$ cat src/core/sacp_pkg.sv
// shared constants, encodings and state records of the serial converter command port
package sacp_pkg;
  localparam int CLK_HZ = 40_000_000;
  localparam int OSC_HZ = 2_500_000;
  localparam int OSC_DIV = CLK_HZ / OSC_HZ;
  localparam logic [4:0] CONV_TICKS = 5'h10;
  localparam logic [7:0] ID_VALUE = 8'h5a; // arbitrary identification value
  localparam logic [4:0] REG_RESET_ADDR = 5'h00;
  localparam logic [4:0] REG_REFOSC = 5'h07;
  localparam logic [4:0] REG_MODE = 5'h18;
  localparam logic [4:0] REG_ID = 5'h1f;
  localparam logic [7:0] RESET_DATA = 8'h00;
  localparam logic [7:0] REG_RESET_VALUE = 8'h00;
  localparam int INSTR_DIRECT_BIT = 7;
  localparam int INSTR_READ_BIT = 6;
  localparam int INSTR_WIDE_BIT = 5;
  localparam int REFOSC_OSC_BIT = 3;
  localparam int REFOSC_REF_BIT = 4;
  localparam int MODE_MSB_BIT = 0;
  localparam logic [15:0] RESULT_RESET = 16'h0000;

  typedef enum logic [4:0] {
    S_IDLE = 5'b00001,
    S_INSTR = 5'b00010,
    S_WDATA = 5'b00100,
    S_RDATA = 5'b01000,
    S_RESULT = 5'b10000
  } sacp_ser_e;

  // selection driven to the analog front end
  typedef struct packed {
    logic [4:0] gainMult;
    logic [2:0] muxPos;
    logic [2:0] muxNeg;
    logic negGround;
    logic differential;
  } sacp_conv_sel_s;

  typedef struct packed {
    logic [1:0] csSync;
    logic [2:0] sclkSync;
    logic [1:0] sdiSync;
    logic [2:0] cclkSync;
    logic [1:0] selSync;
    sacp_ser_e ser;
    logic [4:0] bitCnt;
    logic [7:0] shift;
    logic [7:0] instr;
    logic [7:0] cmd;
    logic busy;
    logic [4:0] tick;
    logic [7:0] oscDiv;
    sacp_conv_sel_s sel;
    logic [15:0] result;
    logic overRange;
    logic serial_result_out;
    logic sdoEn;
  } sacp_state_s;

  typedef struct packed {
    logic [31:0][7:0] mem;
    logic [7:0] rd;
  } sacp_mem_s;
endpackage : sacp_pkg

$ cat src/core/sacp_regmem.sv
// register file of the converter with registered read data
`timescale 1ns/1ps
module sacp_regmem
  import sacp_pkg::*;
(
  input wire logic ref_clk,
  input wire logic sys_rst,
  input wire logic clear,
  input wire logic wrEn,
  input wire logic [4:0] wrAddr,
  input wire logic [7:0] wrData,
  input wire logic [4:0] rdAddr,
  output logic [7:0] rdData,
  output logic [7:0] refOsc,
  output logic [7:0] modeReg
);
  import sacp_pkg::*;

  sacp_mem_s r;
  sacp_mem_s next_r;

  // identification slot is read-only, reset command wipes the rest
  always_comb
  begin
    next_r = r;
    if (clear)
    begin
      next_r.mem = '0;
    end
    else if (wrEn && wrAddr != REG_ID)
    begin
      next_r.mem[wrAddr] = wrData;
    end
    next_r.rd = (rdAddr == REG_ID) ? ID_VALUE : r.mem[rdAddr];
  end

  always_ff @(posedge ref_clk)
  begin
    if (sys_rst)
    begin
      r <= '0;
    end
    else
    begin
      r <= next_r;
    end
  end

  assign rdData = r.rd;
  assign refOsc = r.mem[REG_REFOSC];
  assign modeReg = r.mem[REG_MODE];
endmodule : sacp_regmem

$ cat src/core/sacp_port.sv
// serial command, register access and conversion control of the converter
// Function
// [RULE1] direct command: bit 7 set, gain in bits 6-4, channel in bits 3-0
// [RULE2] conversion starts right after the eighth direct command bit
// [RULE3] host selects msb-first order and enables the oscillator beforehand
// [RULE4] gain codes 0-7 give 1, 2, 4, 5, 8, 10, 16, 20
// [RULE5] codes 0-3 even-positive pairs, 4-7 reversed, 8-15 single-ended
// [RULE6] busy is high exactly while a conversion runs
// [RULE7] host holds chip select low for each transfer; high disables port
// [RULE8] command input sampled on rising serial clock edge
// [RULE9] three wires: commands on input line, results on separate output
// [RULE10] register instruction starts 8 or 16 bit read or write
// [RULE11] instruction 0x00 with data 0x00 resets the converter
// [RULE12] instruction 0x5F reads the identification value
// [RULE13] write 0x3b to register 0x07 enables reference and oscillator
// [RULE14] single-ended results 0 to 2047, differential -2048 to 2047
// [RULE15] conversion clock source select low uses external clock pin
// [RULE16] host allows about one second before trusting first result; bench settles only SETTLE_CYCLES = 64 cycles
// [RULE17] host bounds its wait for busy and reports timeout
// [RULE18] host sets transfer rate 9600-115200 at first configuration; host model keeps a fixed 8 clock cycles per bit
// [RULE19] host reports overflow when converter flags out-of-range
// [RULE20] host waits busy low, then clocks result out msb first
`timescale 1ns/1ps
module sacp_port
  import sacp_pkg::*;
(
  input wire logic ref_clk,
  input wire logic sys_rst,
  input wire logic chipSelectN,
  input wire logic serialClock,
  input wire logic serialCmdIn,
  input wire logic convClockSourceSel,
  input wire logic externalConvClock,
  input wire logic signed [12:0] convSample,
  output logic serialResultOut,
  output logic serialResultOutEn,
  output logic convBusy,
  output sacp_pkg::sacp_conv_sel_s convSel,
  output logic convOverRange,
  output logic msbFirstSetting,
  output logic refEnable,
  output logic oscEnable
);
  import sacp_pkg::*;

  sacp_state_s r;
  sacp_state_s next_r;
  logic [7:0] memRd;
  logic [7:0] refOsc;
  logic [7:0] modeReg;
  logic wrEn;
  logic [4:0] wrAddr;
  logic [7:0] wrData;
  logic [4:0] rdAddr;
  logic memClear;
  logic sclkRise;
  logic cclkRise;
  logic csActive;
  logic convTick;
  logic startConv;
  logic resetCmd;
  logic [7:0] inByte;
  logic [7:0] newByte;
  logic msbFirst;
  logic signed [12:0] clamped;

  function automatic logic [4:0] gainOf(input logic [2:0] code);
    case (code) // [RULE4]
      3'h0: gainOf = 5'h01;
      3'h1: gainOf = 5'h02;
      3'h2: gainOf = 5'h04;
      3'h3: gainOf = 5'h05;
      3'h4: gainOf = 5'h08;
      3'h5: gainOf = 5'h0a;
      3'h6: gainOf = 5'h10;
      default: gainOf = 5'h14;
    endcase
  endfunction : gainOf

  sacp_regmem u_regmem (
    .ref_clk(ref_clk),
    .sys_rst(sys_rst),
    .clear(memClear),
    .wrEn(wrEn),
    .wrAddr(wrAddr),
    .wrData(wrData),
    .rdAddr(rdAddr),
    .rdData(memRd),
    .refOsc(refOsc),
    .modeReg(modeReg)
  );

  // edges are taken between second and third stages only
  assign sclkRise = r.sclkSync[1] & ~r.sclkSync[2];
  assign cclkRise = r.cclkSync[1] & ~r.cclkSync[2];
  assign csActive = ~r.csSync[1]; // [RULE7]
  assign msbFirst = modeReg[MODE_MSB_BIT]; // [RULE3]
  assign inByte = {r.shift[6:0], r.sdiSync[1]};

  // conversion clock: pin edges or divided internal oscillator
  assign convTick = r.selSync[1] ? (oscEnable && r.oscDiv == 8'(OSC_DIV - 1))
                                 : cclkRise; // [RULE15]

  // single-ended clamps at zero, both clamp at the 12-bit ceiling
  always_comb
  begin
    clamped = convSample;
    if (r.cmd[3] && convSample < 0)
    begin
      clamped = '0;
    end
    else if (convSample > 13'sd2047)
    begin
      clamped = 13'sd2047;
    end
    else if (convSample < -13'sd2048)
    begin
      clamped = -13'sd2048;
    end
  end

  // whole next-state computation
  always_comb
  begin
    next_r = r;
    wrEn = 1'b0;
    wrAddr = 5'(r.instr[4:0] + {4'h0, r.bitCnt[3]});
    wrData = msbFirst ? inByte : {r.sdiSync[1], r.shift[7:1]};
    newByte = msbFirst ? inByte : {r.sdiSync[1], r.shift[7:1]};
    rdAddr = wrAddr;
    memClear = 1'b0;
    startConv = 1'b0;
    resetCmd = 1'b0;
    next_r.csSync = {r.csSync[0], chipSelectN};
    next_r.sclkSync = {r.sclkSync[1:0], serialClock};
    next_r.sdiSync = {r.sdiSync[0], serialCmdIn};
    next_r.cclkSync = {r.cclkSync[1:0], externalConvClock};
    next_r.selSync = {r.selSync[0], convClockSourceSel};
    next_r.oscDiv = (r.oscDiv == 8'(OSC_DIV - 1)) ? 8'h00 : 8'(r.oscDiv + 8'h01);
    // conversion progress counted in conversion clock ticks
    if (r.busy && convTick)
    begin
      if (r.tick == CONV_TICKS - 5'h01)
      begin
        next_r.busy = 1'b0; // [RULE6]
        next_r.tick = '0;
        next_r.result = 16'(clamped); // [RULE14]
        next_r.overRange = (clamped != convSample);
      end
      else
      begin
        next_r.tick = 5'(r.tick + 5'h01);
      end
    end
    if (!csActive)
    begin
      next_r.ser = S_IDLE; // [RULE7]
      next_r.bitCnt = '0;
      next_r.sdoEn = 1'b0;
    end
    else
    begin
      case (r.ser)
        S_IDLE:
        begin
          next_r.ser = S_INSTR;
          next_r.bitCnt = '0;
          next_r.sdoEn = 1'b1; // [RULE9]
        end
        S_INSTR:
        begin
          if (sclkRise)
          begin
            next_r.shift = inByte; // [RULE8]
            next_r.bitCnt = 5'(r.bitCnt + 5'h01);
            if (r.bitCnt == 5'h07)
            begin
              next_r.bitCnt = '0;
              if (inByte[INSTR_DIRECT_BIT]) // [RULE1]
              begin
                next_r.ser = S_RESULT;
                if (!r.busy)
                begin
                  startConv = 1'b1; // [RULE2]
                  next_r.busy = 1'b1; // [RULE6]
                  next_r.tick = '0;
                  next_r.cmd = inByte;
                  next_r.sel.gainMult = gainOf(inByte[6:4]);
                  next_r.sel.differential = ~inByte[3]; // [RULE5]
                  next_r.sel.negGround = inByte[3];
                  next_r.sel.muxPos = inByte[3] ? inByte[2:0] : {inByte[1:0], inByte[2]};
                  next_r.sel.muxNeg = inByte[3] ? 3'h0 : {inByte[1:0], ~inByte[2]};
                end
              end
              else
              begin
                next_r.instr = inByte; // [RULE10]
                next_r.ser = inByte[INSTR_READ_BIT] ? S_RDATA : S_WDATA;
              end
            end
          end
        end
        S_WDATA:
        begin
          if (sclkRise)
          begin
            next_r.shift = newByte;
            next_r.bitCnt = 5'(r.bitCnt + 5'h01);
            if (r.bitCnt[2:0] == 3'h7)
            begin
              wrEn = 1'b1; // [RULE13]
              if (r.instr[4:0] == REG_RESET_ADDR && newByte == RESET_DATA)
              begin
                resetCmd = 1'b1; // [RULE11]
                memClear = 1'b1;
                next_r.busy = 1'b0;
                next_r.tick = '0;
                next_r.result = RESULT_RESET;
                next_r.overRange = 1'b0;
              end
              if (!r.instr[INSTR_WIDE_BIT] || r.bitCnt[3])
              begin
                next_r.ser = S_INSTR;
                next_r.bitCnt = '0;
              end
            end
          end
        end
        S_RDATA:
        begin
          next_r.serial_result_out = memRd[msbFirst ? 3'(7 - r.bitCnt[2:0]) : r.bitCnt[2:0]]; // [RULE12]
          if (sclkRise)
          begin
            next_r.bitCnt = 5'(r.bitCnt + 5'h01);
            if (r.bitCnt[2:0] == 3'h7 && (!r.instr[INSTR_WIDE_BIT] || r.bitCnt[3]))
            begin
              next_r.ser = S_INSTR;
              next_r.bitCnt = '0;
            end
          end
        end
        S_RESULT:
        begin
          // result bits only advance once busy has dropped
          next_r.serial_result_out = r.result[msbFirst ? 4'(15 - r.bitCnt[3:0]) : r.bitCnt[3:0]]; // [RULE20]
          if (sclkRise && !r.busy)
          begin
            next_r.bitCnt = 5'(r.bitCnt + 5'h01);
            if (r.bitCnt == 5'h0f)
            begin
              next_r.ser = S_INSTR;
              next_r.bitCnt = '0;
            end
          end
        end
        default:
        begin
          next_r.ser = S_IDLE;
        end
      endcase
    end
  end

  always_ff @(posedge ref_clk)
  begin
    if (sys_rst)
    begin
      r <= '0;
      r.ser <= S_IDLE;
      r.csSync <= 2'h3;
    end
    else
    begin
      r <= next_r;
    end
  end

  assign serialResultOut = r.serial_result_out;
  assign serialResultOutEn = r.sdoEn;
  assign convBusy = r.busy;
  assign convSel = r.sel;
  assign convOverRange = r.overRange; // [RULE19]
  assign msbFirstSetting = msbFirst;
  assign refEnable = refOsc[REFOSC_REF_BIT];
  assign oscEnable = refOsc[REFOSC_OSC_BIT];
endmodule : sacp_port

$ cat config.mk
export PLATFORM = sky130hd
export DESIGN_NAME = sacp_port
export DESIGN_NICKNAME = d
export VERILOG_FILES = /design/src/core/sacp_pkg.sv /design/src/core/sacp_regmem.sv /design/src/core/sacp_port.sv
export SDC_FILE = /design/constraint.sdc
export NUM_CORES = 1
export LEC_CHECK = 0
export BUFFER_PORTS_ARGS = -buffer_cell sky130_fd_sc_hd__buf_2
export CORE_MARGIN = 3
export CORE_UTILIZATION = 30
export DETAILED_ROUTE_END_ITERATION = 12
export RECOVER_POWER = 25
export SLEW_MARGIN = 20
export SYNTH_ARGS = -nofsm -noshare
export SYNTH_HDL_FRONTEND = slang
export SYNTH_SLANG_ARGS = --single-unit
$ cat constraint.sdc
create_clock -name ref_clk -period 2.9 [get_ports ref_clk]
set_input_delay 0.725 -clock ref_clk [delete_from_list [all_inputs] [get_ports ref_clk]]
set_output_delay 0.725 -clock ref_clk [all_outputs]
set_load 0.01 [all_outputs]
== Yosys cells after proc, flatten, opt, wreduce, memory -nomap -nowiden ==
Index checks and enable logic that the tools add are counted.

* Bits in registers: 355
* Bits of input ports: 20
* Output and inout port bits: 20
* Word-level logic and storage cells: 196

* Add/sub/neg operators: 6
* $lt $le $gt $ge: 7
* Eq/ne operators: 28
* Mux-type cells: 63
* Bitwise logic cells: 9
* Reductions and logical operators: 27

{| class="wikitable"
|+ Operator list
! cell !! number
|-
| 256-bit bitwise mux || 1
|-
| 17-bit 2-to-1 mux || 6
|-
| 10-bit 2-to-1 mux || 7
|-
| 5-bit one-hot mux with 5 select lines || 2
|-
| 8-bit binary-select mux with 5-bit select || 1
|-
| 8-bit demux with 5-bit select || 1
|-
| 40-bit 2-to-1 mux || 1
|-
| 13-bit 2-to-1 mux || 3
|-
| 18-bit 2-to-1 mux || 2
|-
| 5-bit one-hot mux with 7 select lines || 1
|-
| 6-bit 2-to-1 mux || 5
|-
| 14-bit 2-to-1 mux || 2
|-
| 8-bit 2-to-1 mux || 3
|-
| 21-bit 2-to-1 mux || 1
|-
| 2-bit != test (second input constant) || 9
|-
| 8-bit one-hot mux with 2 select lines || 1
|-
| 5-bit by 4-bit == test with 1-bit output (second input constant) || 3
|-
| 7-bit 2-to-1 mux || 2
|-
| 13-bit by 12-bit > comparator with 1-bit output (second input constant) || 1
|-
| 13-bit by 1-bit < comparator with 1-bit output (second input constant) || 1
|-
| 13-bit by 12-bit < comparator with 1-bit output (second input constant) || 1
|-
| 1-bit 2-to-1 mux || 13
|-
| 13-bit != test || 1
|-
| 3-bit == test (second input constant) || 4
|-
| other kinds (40) || 68
|}

== Logic depth before layout (Yosys ltp) ==
* Word-level depth: 12
* Gate-level depth with buffers: 11
* Depth with buffers taken out: 9

== By module ==
From an unflattened synthesis, not the netlist that was laid out.

* Cell total of the unflattened synthesis: 1868
* Area, all modules: 16170.5 um2

{| class="wikitable"
|+ Modules (own cells, without submodules)
! module !! times used !! cells an instance !! area an instance (um2) !! sequential area each (um2)
|-
| sacp_regmem || 1 || 1350 || 11881.4 || 5285.1
|-
| sacp_port || 1 || 518 || 4289.1 || 1641.6
|}

== Worst setup path after synthesis ==
OpenSTA, ideal clock, no wires.

* Path kind: flip-flop to flip-flop
* Start: reg r[73] in the netlist's numbering
* End: reg u_regmem.r (netlist bit u_regmem.rdData[3])
* Setup time: 0.133 ns
* Data arrival time: 2.621 ns
* Setup slack: 0.147 ns
* Cell stages (with the launch flop): 9
* Cell sequence: dfxtp_1 > ha_1 > ha_1 > clkbuf_1 > buf_1 > buf_1 > mux4_2 > a22oi_1 > a31oi_1

* Cells in the longest elaborated chain, start to end: 4
* Elaborated cells between the ends (all ways): 5
* Those cells by class: add/sub (1); eq/ne (1); mux (3)

{| class="wikitable"
|+ Ends and longest elaborated chain
! item !! line !! source
|-
| from (decl) || sacp_port.sv:46 || <nowiki>sacp_state_s r;</nowiki>
|-
| from (signal assigned) || sacp_port.sv:274 || <nowiki>r <= next_r;</nowiki>
|-
| 5-bit by 1-bit adder with 5-bit output * || sacp_port.sv:127 || <nowiki>wrAddr = 5'(r.instr[4:0] + {4'h0, r.bitCnt[3]});</nowiki>
|-
| 8-bit binary-select mux with 5-bit select || sacp_regmem.sv:34 || <nowiki>next_r.rd = (rdAddr == REG_ID) ? ID_VALUE : r.mem[rdAddr];</nowiki>
|-
| 8-bit 2-to-1 mux (not written as such) || sacp_regmem.sv:34 ||
|-
| 7-bit 2-to-1 mux * || sacp_regmem.sv:34 ||
|-
| to (signal assigned) || sacp_regmem.sv:45 || <nowiki>r <= next_r;</nowiki>
|-
| to (decl) || sacp_regmem.sv:19 || <nowiki>sacp_mem_s r;</nowiki>
|}

Every way passes the cells marked *; elsewhere a longest branch is shown, timed or not. The select of a mux whose other input is x is not followed.
A chain may end at the register's enable or synchronous reset.

== Worst setup path after layout ==
* Start: reg r[54] in the netlist's numbering
* End: reg u_regmem.r (netlist bit u_regmem.rdData[2])

* Cells in the longest elaborated chain, start to end: 3
* Elaborated cells between the ends (all ways): 5
* Those cells by class: add/sub (1); eq/ne (1); mux (2); reduce/logical (1)

{| class="wikitable"
|+ Ends and longest elaborated chain
! item !! line
|-
| 5-bit by 1-bit adder with 5-bit output * || sacp_port.sv:127
|-
| 8-bit binary-select mux with 5-bit select or 5-bit == test (tied branches) || sacp_regmem.sv:34
|-
| 8-bit 2-to-1 mux (not written as such) or 2-bit OR reduction (tied branches) || n/a
|}

Marked as above.

==> reports/metrics.yaml <==
p_clk_share_pct: 51.7
end_kind: "flip-flop"
reg2reg_setup_slack_ns: 0.11
max_freq_ghz: 0.3581
p_sw_share_pct: 20.48
track_usage_pct: 15.12
cts.clk_slew.worst_paths_ns: 0.06
avgSynthCellArea_um2: 9.577
yosysSeqAreaShare_pct: 44.90
yosysTopAreaCellShare_pct: 44.90
max_stage_delay_ns: 0.59
ys_top_cells_by_area: "dfxtp_1, a211oi_1, mux4_2, nor2_1, clkbuf_1"
post_synth_num_cell_types: 79
cp_max_fo: 33
intPower_w: 0.008059
cp-startpoint: "r[54]"
finalCriticalPeriod_ns: 2.793
layout_common_cells: "dfxtp_1, nor2_1, a211oi_1"
htreeDepth: 2
synthCells: 1592
p_sw_w: 0.002075
cts_tree: "built"
power.density_nw_per_um2: 572.1
dp_hpwl_mm: 27.57
setup_viol: 0
rsz0062_at_grt: "false"
yosys_warnings: 0
worstHoldPathType: "in -> reg"
clockRootBuffer: "clkbuf_16"
drive_above_1_share_pct: 18.34
routed-via-count: 11950
final_common_cell: "dfxtp_1"
cp_top_family: "compound AO/OA/AOI/OAI gates"
p_leak_nw: 5.517
grt_pass1_vias: 11600
stdcell_count: 2283
finClkSkew_ns: 0.01783
cts_inserted_buffers: 39
dr.pass1.iters: 6
rows: 81
drtIter0Drc: 919
wl_per_cell_um: 17.82
dp.cells: 2216
synthesis.nets: 1620
synthFlopType: "dfxtp_1"
post-route-util_pct: 35.74
die_y_um: 231.4
area_growth_pct: 16.18
ys_seq_elements: 342
placed_area_um2: 16390
worst_slew_pin_slew_ns: 1.333
wl_mm: 40.69
arrival_ns: 3.20
dieArea_um2: 53560
postCtsSetupBuffers: 0
yosysTopAreaCell: "dfxtp_1"
grt_overflow: 0
start_util_pct: 30.77
io_pins: 40
cp-endpoint: "u_regmem.rdData[2]"
status: "complete, no violations"
worst_path_max_delay_cell: "a221oi_1"
drv_cap: 0
cts_buffer_depth: 3
slew_headroom_pct: 11.14
finalCritPeriodShare_pct: 96.30
ctsHoldBuffers: 0
clkSinkCount: 342
synthArstFlopShare_pct: 0
ir_worst_vdd_mv: 0.3443
grt_pass1_wl_mm: 65.81
cp_num_cells: 7
synth-edff-count: 0
start_kind: "flip-flop"
die_x_um: 231.4
num_antenna_cells: 0
final_cell_area_um2: 17710
synth_area_um2: 15250
total_power_w: 0.01013
grt_max_degree: 54
cp_cell_sequence: "ha_4 > ha_2 > buf_12 > mux4_2 > a22o_1 > a221oi_1 > a31oi_1"
portBuffers: 39
r2r-end: "u_regmem.rdData[2]"
reg2regPathDepth: 7
combPwrFrac_pct: 1.8
finalNetCount: 1621
clock_latency_ns: 0.55
hold_viol_final: 0
pwr-share-seq_pct: 46.5
critPathKind: "reg -> reg"
r2r_start: "r[54]"
maxSlewViolCount: 0
tns_ns: 0
core-area_um2: 49560
critPathBufInv: 1
gp_congestion: 0.9071
required_ns: 3.30
drcViolationCount: 0
antenna_found_initial: 0
ant_nets: 0
vias_per_cell: 5.234
[worst min path at each step]
stage / startpoint / end / cells past startpoint
floorplan: next_r[91] / r[91] / 1
global placement: next_r[91] / r[91] / 1
detailed placement: next_r[91] / r[91] / 1
CTS: chipSelectN / next_r[91] / 2
global route: chipSelectN / next_r[91] / 2
finish: chipSelectN / next_r[91] / 2
[through the flow]
| stage | setup slack, ns | hold slack [ns] |
|---|---|---|
| final | 0.1074 | 0.3918 |
| after global routing | 0.01066 | 0.3773 |
| after CTS | 0.04279 | 0.3644 |
| after detailed placement | 0.06453 | 0.4160 |
| after global placement | 0.01322 | 0.4174 |
| after floorplan | 0.1467 | 0.3895 |
[routing by layer]
| metal | up-vias | track usage [%] | wire length (um) |
|---|---|---|---|
| met2 | 254 | 25.10 | 19030 |
| met1 | 5785 | 20.19 | 18760 |
| li1 | 5830 | - | - |
| met5 | - | 0 | 0 |
| met4 | 0 | 4.745 | 1198 |
| met3 | 81 | 2.409 | 1706 |
[cell usage after synthesis, drive strengths merged, types with 18 or more instances]
master and count:
dfxtp 342, nor2 313, a211oi 242, clkbuf 90
buf 70, a21oi 60, mux4 60, nand2 59
o21ai 34, mux2i 33, or2 23, inv 22
nand3 21, o22ai 19, nor2b 18, nor3 18
[final cells by class]
| class | instances | area, um2 |
|---|---|---|
| Sequential cell | 342 | 6847 |
| Fill cell | 4903 | 31840 |
| Timing Repair Buffer | 120 | 928.4 |
| Multi-Input combinational cell | 1068 | 7650 |
| Tap cell | 664 | 830.8 |
| Clock buffer | 56 | 1192 |
| Inverter | 22 | 82.58 |
| Clock inverter | 11 | 183.9 |
[what timing repair did]
action	in CTS	in global routing
resized for setup	0	6
setup endpoints to repair	0	12
hold endpoints to repair	0	0
[sequential cells by signal, summed over array words and instances, names as in the netlist]
name / count
next_r: 7
r: 51
serialResultOutEn: 1
inByte: 8
convOverRange: 1
u_regmem.r: 236
convBusy: 1
u_regmem.modeReg: 8
u_regmem.rdData: 8
serialResultOut: 1
u_regmem.refOsc: 8
convSel: 12
[power groups by stage]
stage	Sequential, W	Clock [W]	Combinational, W
after floorplan	0.00482	0	0.000105
after global placement	0.00482	0	0.000179
after detailed placement	0.00482	0	0.000181
after CTS	0.00472	0.00535	0.000182
after global routing	0.00472	0.00553	0.000197
final	0.00472	0.00524	0.000179
[cells by family after synthesis]
| family | synth area share, % |
|---|---|
| DFF | 44.90 |
| adders and majority gates | 0.6565 |
| and+or+nand+nor | 16.12 |
| AOI/OAI and AO/OA | 20.26 |
| xor gates and xnor gates | 0.8042 |
| buffers and inverters | 5.712 |
| muxes | 11.55 |
Note: power is estimated with default switching activity, not from simulation.
